**src/stsp_pkg.sv**
```systemverilog
// Constants and types of the speech test serial port.
// Assumes a 10 MHz system clock; the port derives the link clock from it.
package stsp_pkg;
  localparam int          SYS_CLK_HZ   = 10_000_000;
  localparam int          LINK_BIT_HZ  = 104_000;
  localparam int          SAMPLE_RATE  = 8000;
  localparam int          WORD_BITS    = 13;
  // Half link period, rounded down so the link never runs slow
  localparam int          HALF_CYC     = SYS_CLK_HZ / (2 * LINK_BIT_HZ);
  // Synchroniser latency before the data pin is read in the high phase
  localparam int          SAMPLE_AT    = 2;
  localparam logic [5:0]  HALF_LAST    = 6'(HALF_CYC - 1);
  localparam logic [5:0]  SAMPLE_CNT   = 6'(SAMPLE_AT);
  localparam logic [3:0]  BIT_LAST     = 4'(WORD_BITS - 1);
  localparam logic [1:0]  MODE_NORMAL  = 2'h0;
  localparam logic [1:0]  MODE_DOWN    = 2'h1;
  localparam logic [1:0]  MODE_UP      = 2'h2;
  localparam logic [1:0]  MODE_ACOUST  = 2'h3;
  localparam logic        SCLK_IDLE    = 1'h1;
  localparam logic [12:0] WORD_RESET   = 13'h0000;

  typedef enum logic [1:0] {ST_IDLE, ST_LOW, ST_HIGH} stsp_state_e;

  typedef struct packed {
    logic up;
    logic down;
  } stsp_mode_s;
endpackage

```
**src/stsp_port.sv**
```systemverilog
// Handset end of the speech test serial port: bit clock source, duplex shifter,
// mode decode, transcoder reset and a two-entry buffer toward the encoder.
// Assumes the tester drives mode, reset and data asynchronously to CLOCK_IN.
// Functional notes
// 13-bit samples, 8000/s, 104 kbit/s per direction
// Handset clocks only when samples needed/ready
// Tester drives mode lines and reset
// Reset line is active low
// Two's complement words, MSB first
// Sample on rising, change on falling edge
// Serial clock held high when idle
// Mode lines select normal/down/up/acoustic test
// Mode from pins or message, one declared
// Tester sets mode, waits, pulses reset
// Clocking starts after reset release
// Uplink starts at first block frame (acoustic mode starts on DL_VALID_IN without it)
// Downlink sends first completed decoded block
// Transcoders reset when reset pulse ends (normal mode gives no TRANSCODER_RST_OUT pulse)
// Reset also clears A/D and D/A
// Thirteen pulses per word, counted from reset
// Normal mode keeps clock idle
module stsp_port
  import stsp_pkg::*;
#(
  parameter bit USE_MSG_MODE = 1'b0
) (
  input  wire logic        CLOCK_IN,
  input  wire logic        NRST_IN,
  input  wire logic        MODE1_IN,
  input  wire logic        MODE2_IN,
  input  wire logic        TEST_RST_N_IN,
  input  wire logic        TESTER_DATA_IN,
  input  wire logic [1:0]  MSG_MODE_IN,
  input  wire logic        BLOCK_FRAME_IN,
  input  wire logic [12:0] DL_DATA_IN,
  input  wire logic        DL_VALID_IN,
  output logic             DL_READY_OUT,
  output logic [12:0]      UL_DATA_OUT,
  output logic             UL_VALID_OUT,
  input  wire logic        UL_READY_IN,
  output logic             SCLK_OUT,
  output logic             HANDSET_DATA_OUT,
  output logic [1:0]       MODE_OUT,
  output logic             CODEC_RST_OUT,
  output logic             TRANSCODER_RST_OUT
);
  if (HALF_CYC < SAMPLE_AT + 2) begin : g_bad_clock
    $error("System clock too slow for link");
  end

  logic [2:0]  s1_reg, s2_reg;
  logic        din_s1_reg, din_s2_reg;
  logic        trst_d_reg;
  logic [1:0]  mode_pin;
  logic [1:0]  mode_act;
  stsp_mode_s  mode_dec;
  logic        in_reset;
  logic        rst_release;
  logic        frame_seen_reg;
  stsp_state_e state_reg;
  logic [5:0]  half_reg;
  logic [3:0]  bit_reg;
  logic [12:0] tx_sh_reg;
  logic [12:0] rx_sh_reg;
  logic        sclk_reg;
  logic        dout_reg;
  logic        push_reg;
  logic        start;
  logic        buf_space;
  logic [12:0] buf_mem [2];
  logic        wr_ptr_reg, rd_ptr_reg;
  logic [1:0]  count_reg;
  logic        pop;

  // Tester pins are asynchronous: two flops before use
  always_ff @(posedge CLOCK_IN or negedge NRST_IN) begin
    if (!NRST_IN) begin
      s1_reg     <= 3'h4;
      s2_reg     <= 3'h4;
      din_s1_reg <= 1'h0;
      din_s2_reg <= 1'h0;
    end else begin
      s1_reg     <= {TEST_RST_N_IN, MODE2_IN, MODE1_IN};
      s2_reg     <= s1_reg;
      din_s1_reg <= TESTER_DATA_IN;
      din_s2_reg <= din_s1_reg;
    end
  end

  assign mode_pin      = {s2_reg[0], s2_reg[1]};
  assign mode_act      = USE_MSG_MODE ? MSG_MODE_IN : mode_pin;
  assign mode_dec.up   = mode_act[1];
  assign mode_dec.down = mode_act[0];
  assign MODE_OUT      = mode_act;
  assign in_reset      = !s2_reg[2];
  assign rst_release   = s2_reg[2] && !trst_d_reg;

  always_ff @(posedge CLOCK_IN or negedge NRST_IN) begin
    if (!NRST_IN) begin
      trst_d_reg         <= 1'h1;
      CODEC_RST_OUT      <= 1'h0;
      TRANSCODER_RST_OUT <= 1'h0;
    end else begin
      trst_d_reg         <= s2_reg[2];
      CODEC_RST_OUT      <= in_reset;
      TRANSCODER_RST_OUT <= rst_release && (mode_act != MODE_NORMAL);
    end
  end

  // Uplink mode waits for the first block frame after the reset pulse; acoustic mode does not
  always_ff @(posedge CLOCK_IN or negedge NRST_IN) begin
    if (!NRST_IN) begin
      frame_seen_reg <= 1'h0;
    end else if (in_reset) begin
      frame_seen_reg <= 1'h0;
    end else if (BLOCK_FRAME_IN) begin
      frame_seen_reg <= 1'h1;
    end
  end

  // Acoustic test needs both directions at once; normal mode never starts
  // A word still waiting in push_reg already owns a slot
  assign buf_space    = (count_reg == 2'h0) || (count_reg == 2'h1 && !push_reg);
  always_comb begin
    case (mode_act)
      MODE_DOWN:   start = DL_VALID_IN;
      MODE_UP:     start = frame_seen_reg && buf_space;
      MODE_ACOUST: start = DL_VALID_IN && buf_space;
      default:     start = 1'b0;
    endcase
  end
  assign DL_READY_OUT = (state_reg == ST_IDLE) && !in_reset && mode_dec.down && start;

  always_ff @(posedge CLOCK_IN or negedge NRST_IN) begin
    if (!NRST_IN) begin
      state_reg <= ST_IDLE;
      half_reg  <= 6'h00;
      bit_reg   <= 4'h0;
      tx_sh_reg <= WORD_RESET;
      rx_sh_reg <= WORD_RESET;
      sclk_reg  <= SCLK_IDLE;
      dout_reg  <= 1'h0;
      push_reg  <= 1'h0;
    end else begin
      push_reg <= 1'h0;
      if (in_reset) begin
        state_reg <= ST_IDLE;
        sclk_reg  <= SCLK_IDLE;
        bit_reg   <= 4'h0;
      end else begin
        case (state_reg)
          ST_IDLE: begin
            sclk_reg <= SCLK_IDLE;
            if (start) begin
              state_reg <= ST_LOW;
              sclk_reg  <= 1'h0;
              half_reg  <= 6'h00;
              bit_reg   <= 4'h0;
              dout_reg  <= mode_dec.down ? DL_DATA_IN[12] : 1'h0;
              tx_sh_reg <= mode_dec.down ? {DL_DATA_IN[11:0], 1'h0} : WORD_RESET;
            end
          end
          ST_LOW: begin
            half_reg <= half_reg + 6'h01;
            if (half_reg == HALF_LAST) begin
              state_reg <= ST_HIGH;
              sclk_reg  <= 1'h1;
              half_reg  <= 6'h00;
            end
          end
          ST_HIGH: begin
            half_reg <= half_reg + 6'h01;
            if (half_reg == SAMPLE_CNT) begin
              // Pin flops add latency; still inside the hold window after the rise
              rx_sh_reg <= {rx_sh_reg[11:0], din_s2_reg};
            end
            if (half_reg == HALF_LAST) begin
              half_reg <= 6'h00;
              if (bit_reg == BIT_LAST) begin
                state_reg <= ST_IDLE;
                push_reg  <= mode_dec.up;
              end else begin
                state_reg <= ST_LOW;
                sclk_reg  <= 1'h0;
                bit_reg   <= bit_reg + 4'h1;
                dout_reg  <= tx_sh_reg[12];
                tx_sh_reg <= {tx_sh_reg[11:0], 1'h0};
              end
            end
          end
          default: state_reg <= ST_IDLE;
        endcase
      end
    end
  end

  assign SCLK_OUT         = sclk_reg;
  assign HANDSET_DATA_OUT = dout_reg;

  // Two-entry buffer: space is checked at start, so a finished word always fits
  assign pop          = UL_VALID_OUT && UL_READY_IN;
  assign UL_VALID_OUT = (count_reg != 2'h0);
  assign UL_DATA_OUT  = buf_mem[rd_ptr_reg];

  always_ff @(posedge CLOCK_IN) begin
    if (push_reg) begin
      buf_mem[wr_ptr_reg] <= rx_sh_reg;
    end
  end

  always_ff @(posedge CLOCK_IN or negedge NRST_IN) begin
    if (!NRST_IN) begin
      wr_ptr_reg <= 1'h0;
      rd_ptr_reg <= 1'h0;
      count_reg  <= 2'h0;
    end else begin
      if (push_reg) wr_ptr_reg <= !wr_ptr_reg;
      if (pop) rd_ptr_reg <= !rd_ptr_reg;
      count_reg <= count_reg + {1'h0, push_reg} - {1'h0, pop};
    end
  end

  // Helper: falling edges seen in the current transfer
  logic [4:0] fall_cnt_reg;
  always_ff @(posedge CLOCK_IN or negedge NRST_IN) begin
    if (!NRST_IN) begin
      fall_cnt_reg <= 5'h00;
    end else if (state_reg == ST_IDLE && start && !in_reset) begin
      fall_cnt_reg <= 5'h01;
    end else if (state_reg == ST_HIGH && half_reg == HALF_LAST && bit_reg != BIT_LAST) begin
      fall_cnt_reg <= fall_cnt_reg + 5'h01;
    end
  end

  clk_idle_high_a: assert property (@(posedge CLOCK_IN) disable iff (!NRST_IN)
    (state_reg == ST_IDLE) |-> SCLK_OUT)
    else $error("Serial clock low while idle");

  normal_no_clock_a: assert property (@(posedge CLOCK_IN) disable iff (!NRST_IN)
    (state_reg == ST_IDLE && mode_act == MODE_NORMAL) |=> (state_reg == ST_IDLE))
    else $error("Transfer started in normal mode");

  low_phase_len_a: assert property (@(posedge CLOCK_IN) disable iff (!NRST_IN || in_reset)
    $fell(SCLK_OUT) |-> !SCLK_OUT ##47 !SCLK_OUT ##1 SCLK_OUT)
    else $error("Link clock low phase not 48 cycles");

  data_on_fall_a: assert property (@(posedge CLOCK_IN) disable iff (!NRST_IN)
    $changed(HANDSET_DATA_OUT) |-> $fell(SCLK_OUT))
    else $error("Output data changed away from falling edge");

  word_len_a: assert property (@(posedge CLOCK_IN) disable iff (!NRST_IN || in_reset)
    (state_reg == ST_HIGH && half_reg == HALF_LAST && bit_reg == BIT_LAST) |-> (fall_cnt_reg == 5'd13))
    else $error("Word not 13 clock pulses");

  codec_rst_a: assert property (@(posedge CLOCK_IN) disable iff (!NRST_IN)
    !s2_reg[2] |=> CODEC_RST_OUT)
    else $error("Codec reset not following reset line");

  trans_pulse_a: assert property (@(posedge CLOCK_IN) disable iff (!NRST_IN)
    (rst_release && mode_act != MODE_NORMAL) |=> TRANSCODER_RST_OUT ##1 !TRANSCODER_RST_OUT)
    else $error("Transcoder reset pulse missing at reset release");

  ul_frame_gate_a: assert property (@(posedge CLOCK_IN) disable iff (!NRST_IN)
    (state_reg == ST_IDLE && mode_act == MODE_UP && !frame_seen_reg) |=> (state_reg == ST_IDLE))
    else $error("Uplink transfer before block frame");

  dl_msb_first_a: assert property (@(posedge CLOCK_IN) disable iff (!NRST_IN)
    (DL_READY_OUT && DL_VALID_IN) |=> (HANDSET_DATA_OUT == $past(DL_DATA_IN[12])))
    else $error("Downlink word not sent MSB first");

  rst_no_clock_a: assert property (@(posedge CLOCK_IN) disable iff (!NRST_IN)
    in_reset |=> SCLK_OUT)
    else $error("Link clock active during reset");
endmodule

```
**config.mk**
```make
export PLATFORM = sky130hd
export DESIGN_NAME = stsp_port
export DESIGN_NICKNAME = d
export VERILOG_FILES = /design/src/stsp_pkg.sv /design/src/stsp_port.sv
export SDC_FILE = /design/constraint.sdc
export NUM_CORES = 1
export LEC_CHECK = 0
export BUFFER_PORTS_ARGS = -buffer_cell sky130_fd_sc_hd__clkbuf_2
export CAP_MARGIN = 20
export CORE_MARGIN = 1
export CORE_UTILIZATION = 50
export CTS_CLUSTER_DIAMETER = 80
export DETAILED_ROUTE_END_ITERATION = 6
export GPL_TIMING_DRIVEN = 1
export HOLD_SLACK_MARGIN = 0.1
export PLACE_DENSITY_LB_ADDON = 0.3
export SLEW_MARGIN = 20
export SYNTH_ARGS = -nofsm -noshare
export SYNTH_HDL_FRONTEND = slang
export SYNTH_SLANG_ARGS = --single-unit
```
**constraint.sdc**
```tcl
create_clock -name CLOCK_IN -period 2.55 [get_ports CLOCK_IN]
set_input_delay 0.3825 -clock CLOCK_IN [delete_from_list [all_inputs] [get_ports CLOCK_IN]]
set_output_delay 0.3825 -clock CLOCK_IN [all_outputs]
set_load 0.02 [all_outputs]
```
==> results.sh <==
export IMPL_status="finished, final reports clean"
export IMPL_rsz_0062_raised_after_global_routing="false"
export IMPL_cts_buffers=9
export IMPL_detail_route_first_pass_iterations=4
export IMPL_worst_hold_startpoint="TESTER_DATA_IN"
export IMPL_antennaDiodeCount=0
export IMPL_post_synth_top_flop="dfrtp_1"
export IMPL_finalMaxSlewViolations=0
export IMPL_tritoncts="built"
export IMPL_regToRegSetupSlack_ns=0.37
export IMPL_peak_vdd_ir_uv=477
export IMPL_core_um2=6940
export IMPL_syn_area_per_cell_um2=13.9
export IMPL_synth_net_count=300
export IMPL_worst_slew_pin_slew_ns=0.705
export IMPL_layout_drive_gt1_share_pct=35.7
export IMPL_routed_wl_um=6110
export IMPL_fmax_mhz=439
export IMPL_final_period_minus_worst_setup_slack_ns=2.28
export IMPL_clock_sinks=82
export IMPL_cp_arrival_ns=1.90
export IMPL_power_switching_share_pct=31.3
export IMPL_ant_nets=0
export IMPL_syn_cell_area_um2=3680
export IMPL_global_route_usage_total_pct=17.2
export IMPL_synth_ff_latch_count=82
export IMPL_final_net_count=349
export IMPL_critPathRequiredTime_ns=2.17
export IMPL_slew_headroom_pct=53.0
export IMPL_clockBufferDepth=2
export IMPL_grt_start_max_net_pins=31
export IMPL_finalHoldWorstSlack_ns=0.133
export IMPL_power_share_clock_pct=26.3
export IMPL_final_setup_viol_count=0
export IMPL_dieArea_um2=7710
export IMPL_post_dp_cell_area_um2=4000
export IMPL_worst_hold_path_endpoint="din_s1_reg$_DFF_PN0_"
export IMPL_total_leakage_power_nw=1.86
export IMPL_initial_core_util_pct=53.0
export IMPL_finalHoldViolCount=0
export IMPL_area_growth_synth_to_final_pct=14.6
export IMPL_drtIter0Drc=79
export IMPL_share_seq_of_total_power_pct=48.2
export IMPL_critical_path_endpoint_type="output pin"
export IMPL_share_of_synthesized_registers_carrying_an_async_set_or_reset_pct=68.3
export IMPL_die_x_um=87.8
export IMPL_power_per_cell_area_nw_per_um2=841
export IMPL_via_count=2208
export IMPL_cell_internal_pwr_mw=2.44
export IMPL_r2r_start="state_reg[0]$_DFFE_PN0P_"
export IMPL_dp_hpwl_um=4310
export IMPL_synth_warning_count=0
export IMPL_number_of_antenna_violations_at_the_first_check_in_global_routing=0
export IMPL_postLayoutCellArea_um2=4220
export IMPL_final_cells=415
export IMPL_portBuffers=42
export IMPL_worstHoldPathCells=1
export IMPL_synth_enable_flop_cells=26
export IMPL_synth_seq_area_share_pct=59.4
export IMPL_worstPathMaxFanout=8
export IMPL_worstSkewPairLatency_ns=0.35
export IMPL_share_comb_of_total_power_pct=25.5
export IMPL_setup_worst_path_class="reg -> out"
export IMPL_final_min_period_over_clock_period_pct=89.4
export IMPL_ctsRootBufferMaster="clkbuf_8"
export IMPL_die_y_um=87.8
export IMPL_startpoint_type="register"
export IMPL_post_route_drc_count=0
export IMPL_num_rows=30
export IMPL_drt_wirelength_per_cell_um=14.7
export IMPL_cts_reportedPaths_clkPinSlew_ns=0.09
export IMPL_clock_skew_final_ns=0.00937
export IMPL_hold_path_class="in -> reg"
export IMPL_timing_setup_tns_ns=0
export IMPL_ios=45
export IMPL_max_cap_violations=0
export IMPL_largest_register_ffs=26
export IMPL_r2r_worst_path_cells=6
export IMPL_htree_num_levels=3
export IMPL_wire_length_of_the_first_global_routing_pass_um=9920
export IMPL_grt_pass1_vias=2089
export IMPL_net_switching_power_mw=1.11
export IMPL_place_inst=397
export IMPL_detail_route_vias_per_cell=5.32
export IMPL_grt_overflow_total=0
export IMPL_rr_endpoint="tx_sh_reg[12]$_DFFE_PN0P_"
export IMPL_synth_cell_type_count=56
export IMPL_final_estimated_routing_congestion_in_global_placement=0.792
export IMPL_cells_after_synthesis=265
[power groups by stage]
stage                     logic (mW)  registers, mW  clock network (mW)
after detailed placement       0.911           1.74                   0
final                          0.906           1.71               0.935
after global placement         0.882           1.73                   0
after global routing            1.00           1.74                1.01
after CTS                      0.914           1.71               0.962
after floorplan                0.734           1.68                   0
[Yosys cell counts, drive strengths merged, types with 3 or more instances]
master,count,area (um^2)
a21oi,5,28.8
a22o,12,105
and2,4,25.0
and3,3,18.8
buf,6,43.8
clkbuf,5,18.8
dfrtp,52,1300
dfstp,4,105
edfxtp,26,781
ha,11,138
inv,10,37.5
mux2,38,465
nand2,14,52.6
nand3,8,40.0
nor2,7,33.8
nor2b,5,33.8
nor3,3,15.0
nor4,3,18.8
o21ai,8,40.0
o32ai,3,33.8
or2,3,18.8
[kinds of logic after synthesis]
| family | count (synthesis) | share of synthesized area [%] |
|---|---|---|
| flip-flops | 82 | 59.4 |
| AND/OR/NAND/NOR | 62 | 9.38 |
| AO/OA/AOI/OAI | 46 | 10.9 |
| multiplexers | 39 | 12.9 |
| buffers and inverters | 21 | 2.72 |
| adder cells (fa/ha/maj) | 11 | 3.74 |
| XOR/XNOR | 4 | 0.952 |
[cell usage in the layout (no fill, tap or decap), types with 3 or more instances in the layout]
| master | count |
|---|---|
| mux2_4 | 10 |
| nor2_1 | 6 |
| nand3_1 | 8 |
| and2_1 | 4 |
| nor4_1 | 3 |
| dfrtp_1 | 52 |
| o21ai_0 | 8 |
| and3_1 | 3 |
| a22o_1 | 12 |
| inv_1 | 10 |
| buf_4 | 4 |
| mux2_2 | 28 |
| clkbuf_2 | 42 |
| edfxtp_1 | 26 |
| nor3_1 | 3 |
| dfstp_2 | 4 |
| ha_1 | 11 |
| clkbuf_8 | 9 |
| nand2_1 | 14 |
| nor2b_1 | 4 |
| a21oi_1 | 4 |
[how the worst max path moves through the flow]
stage                             start                        end  slack (ns)  cells past startpoint
2_1_floorplan  state_reg[0]$_DFFE_PN0P_               DL_READY_OUT        0.60                      4
3_3_place_gp   state_reg[0]$_DFFE_PN0P_   tx_sh_reg[2]$_DFFE_PN0P_        0.43                      6
3_5_place_dp   state_reg[0]$_DFFE_PN0P_  tx_sh_reg[12]$_DFFE_PN0P_        0.37                      6
4_1_cts        state_reg[0]$_DFFE_PN0P_               DL_READY_OUT        0.26                      5
5_1_grt        state_reg[0]$_DFFE_PN0P_               DL_READY_OUT         0.1                      5
6_report       state_reg[0]$_DFFE_PN0P_               DL_READY_OUT        0.27                      5
[cell type report]
type,count,area [um^2]
fill,555,2720
sequential,82,2190
multi-input combinational,162,1400
timing repair buffer,49,280
clock buffer,9,124
tap,96,120
clock inverter,7,76.3
inverter,10,37.5
[metrics by stage]
stage	setup WS, ns	utilization, %	power, mW
2_1_floorplan	0.597	-	2.42
3_3_place_gp	0.427	57.6	2.61
3_5_place_dp	0.365	57.6	2.65
4_1_cts	0.263	60.8	3.59
5_1_grt	0.0965	60.8	3.75
6_report	0.270	60.8	3.55
[repair_timing]
item                       CTS  global route
setup buffers                0             0
hold endpoints to repair    26             0
hold buffers                 2             0
setup endpoints to repair    0             0
resized for setup            0             0
[layer usage]
| metal | track usage, % | vias up | part of all wire [%] |
|---|---|---|---|
| li1 | - | 1081 | - |
| met1 | 22.8 | 1086 | 48 |
| met2 | 27.0 | 30 | 47 |
| met3 | 3.68 | 11 | 2.9 |
| met4 | 8.79 | 0 | 1.7 |
| met5 | 0 | - | 0 |
[critical path: stages, from the launching register on]
cell,delay [ns]
dfrtp_1,0.42
inv_1,0.11
ha_1,0.31
nand2_1,0.13
nor4bb_1,0.34
clkbuf_2,0.23
Power figures use the tool's default switching activity.
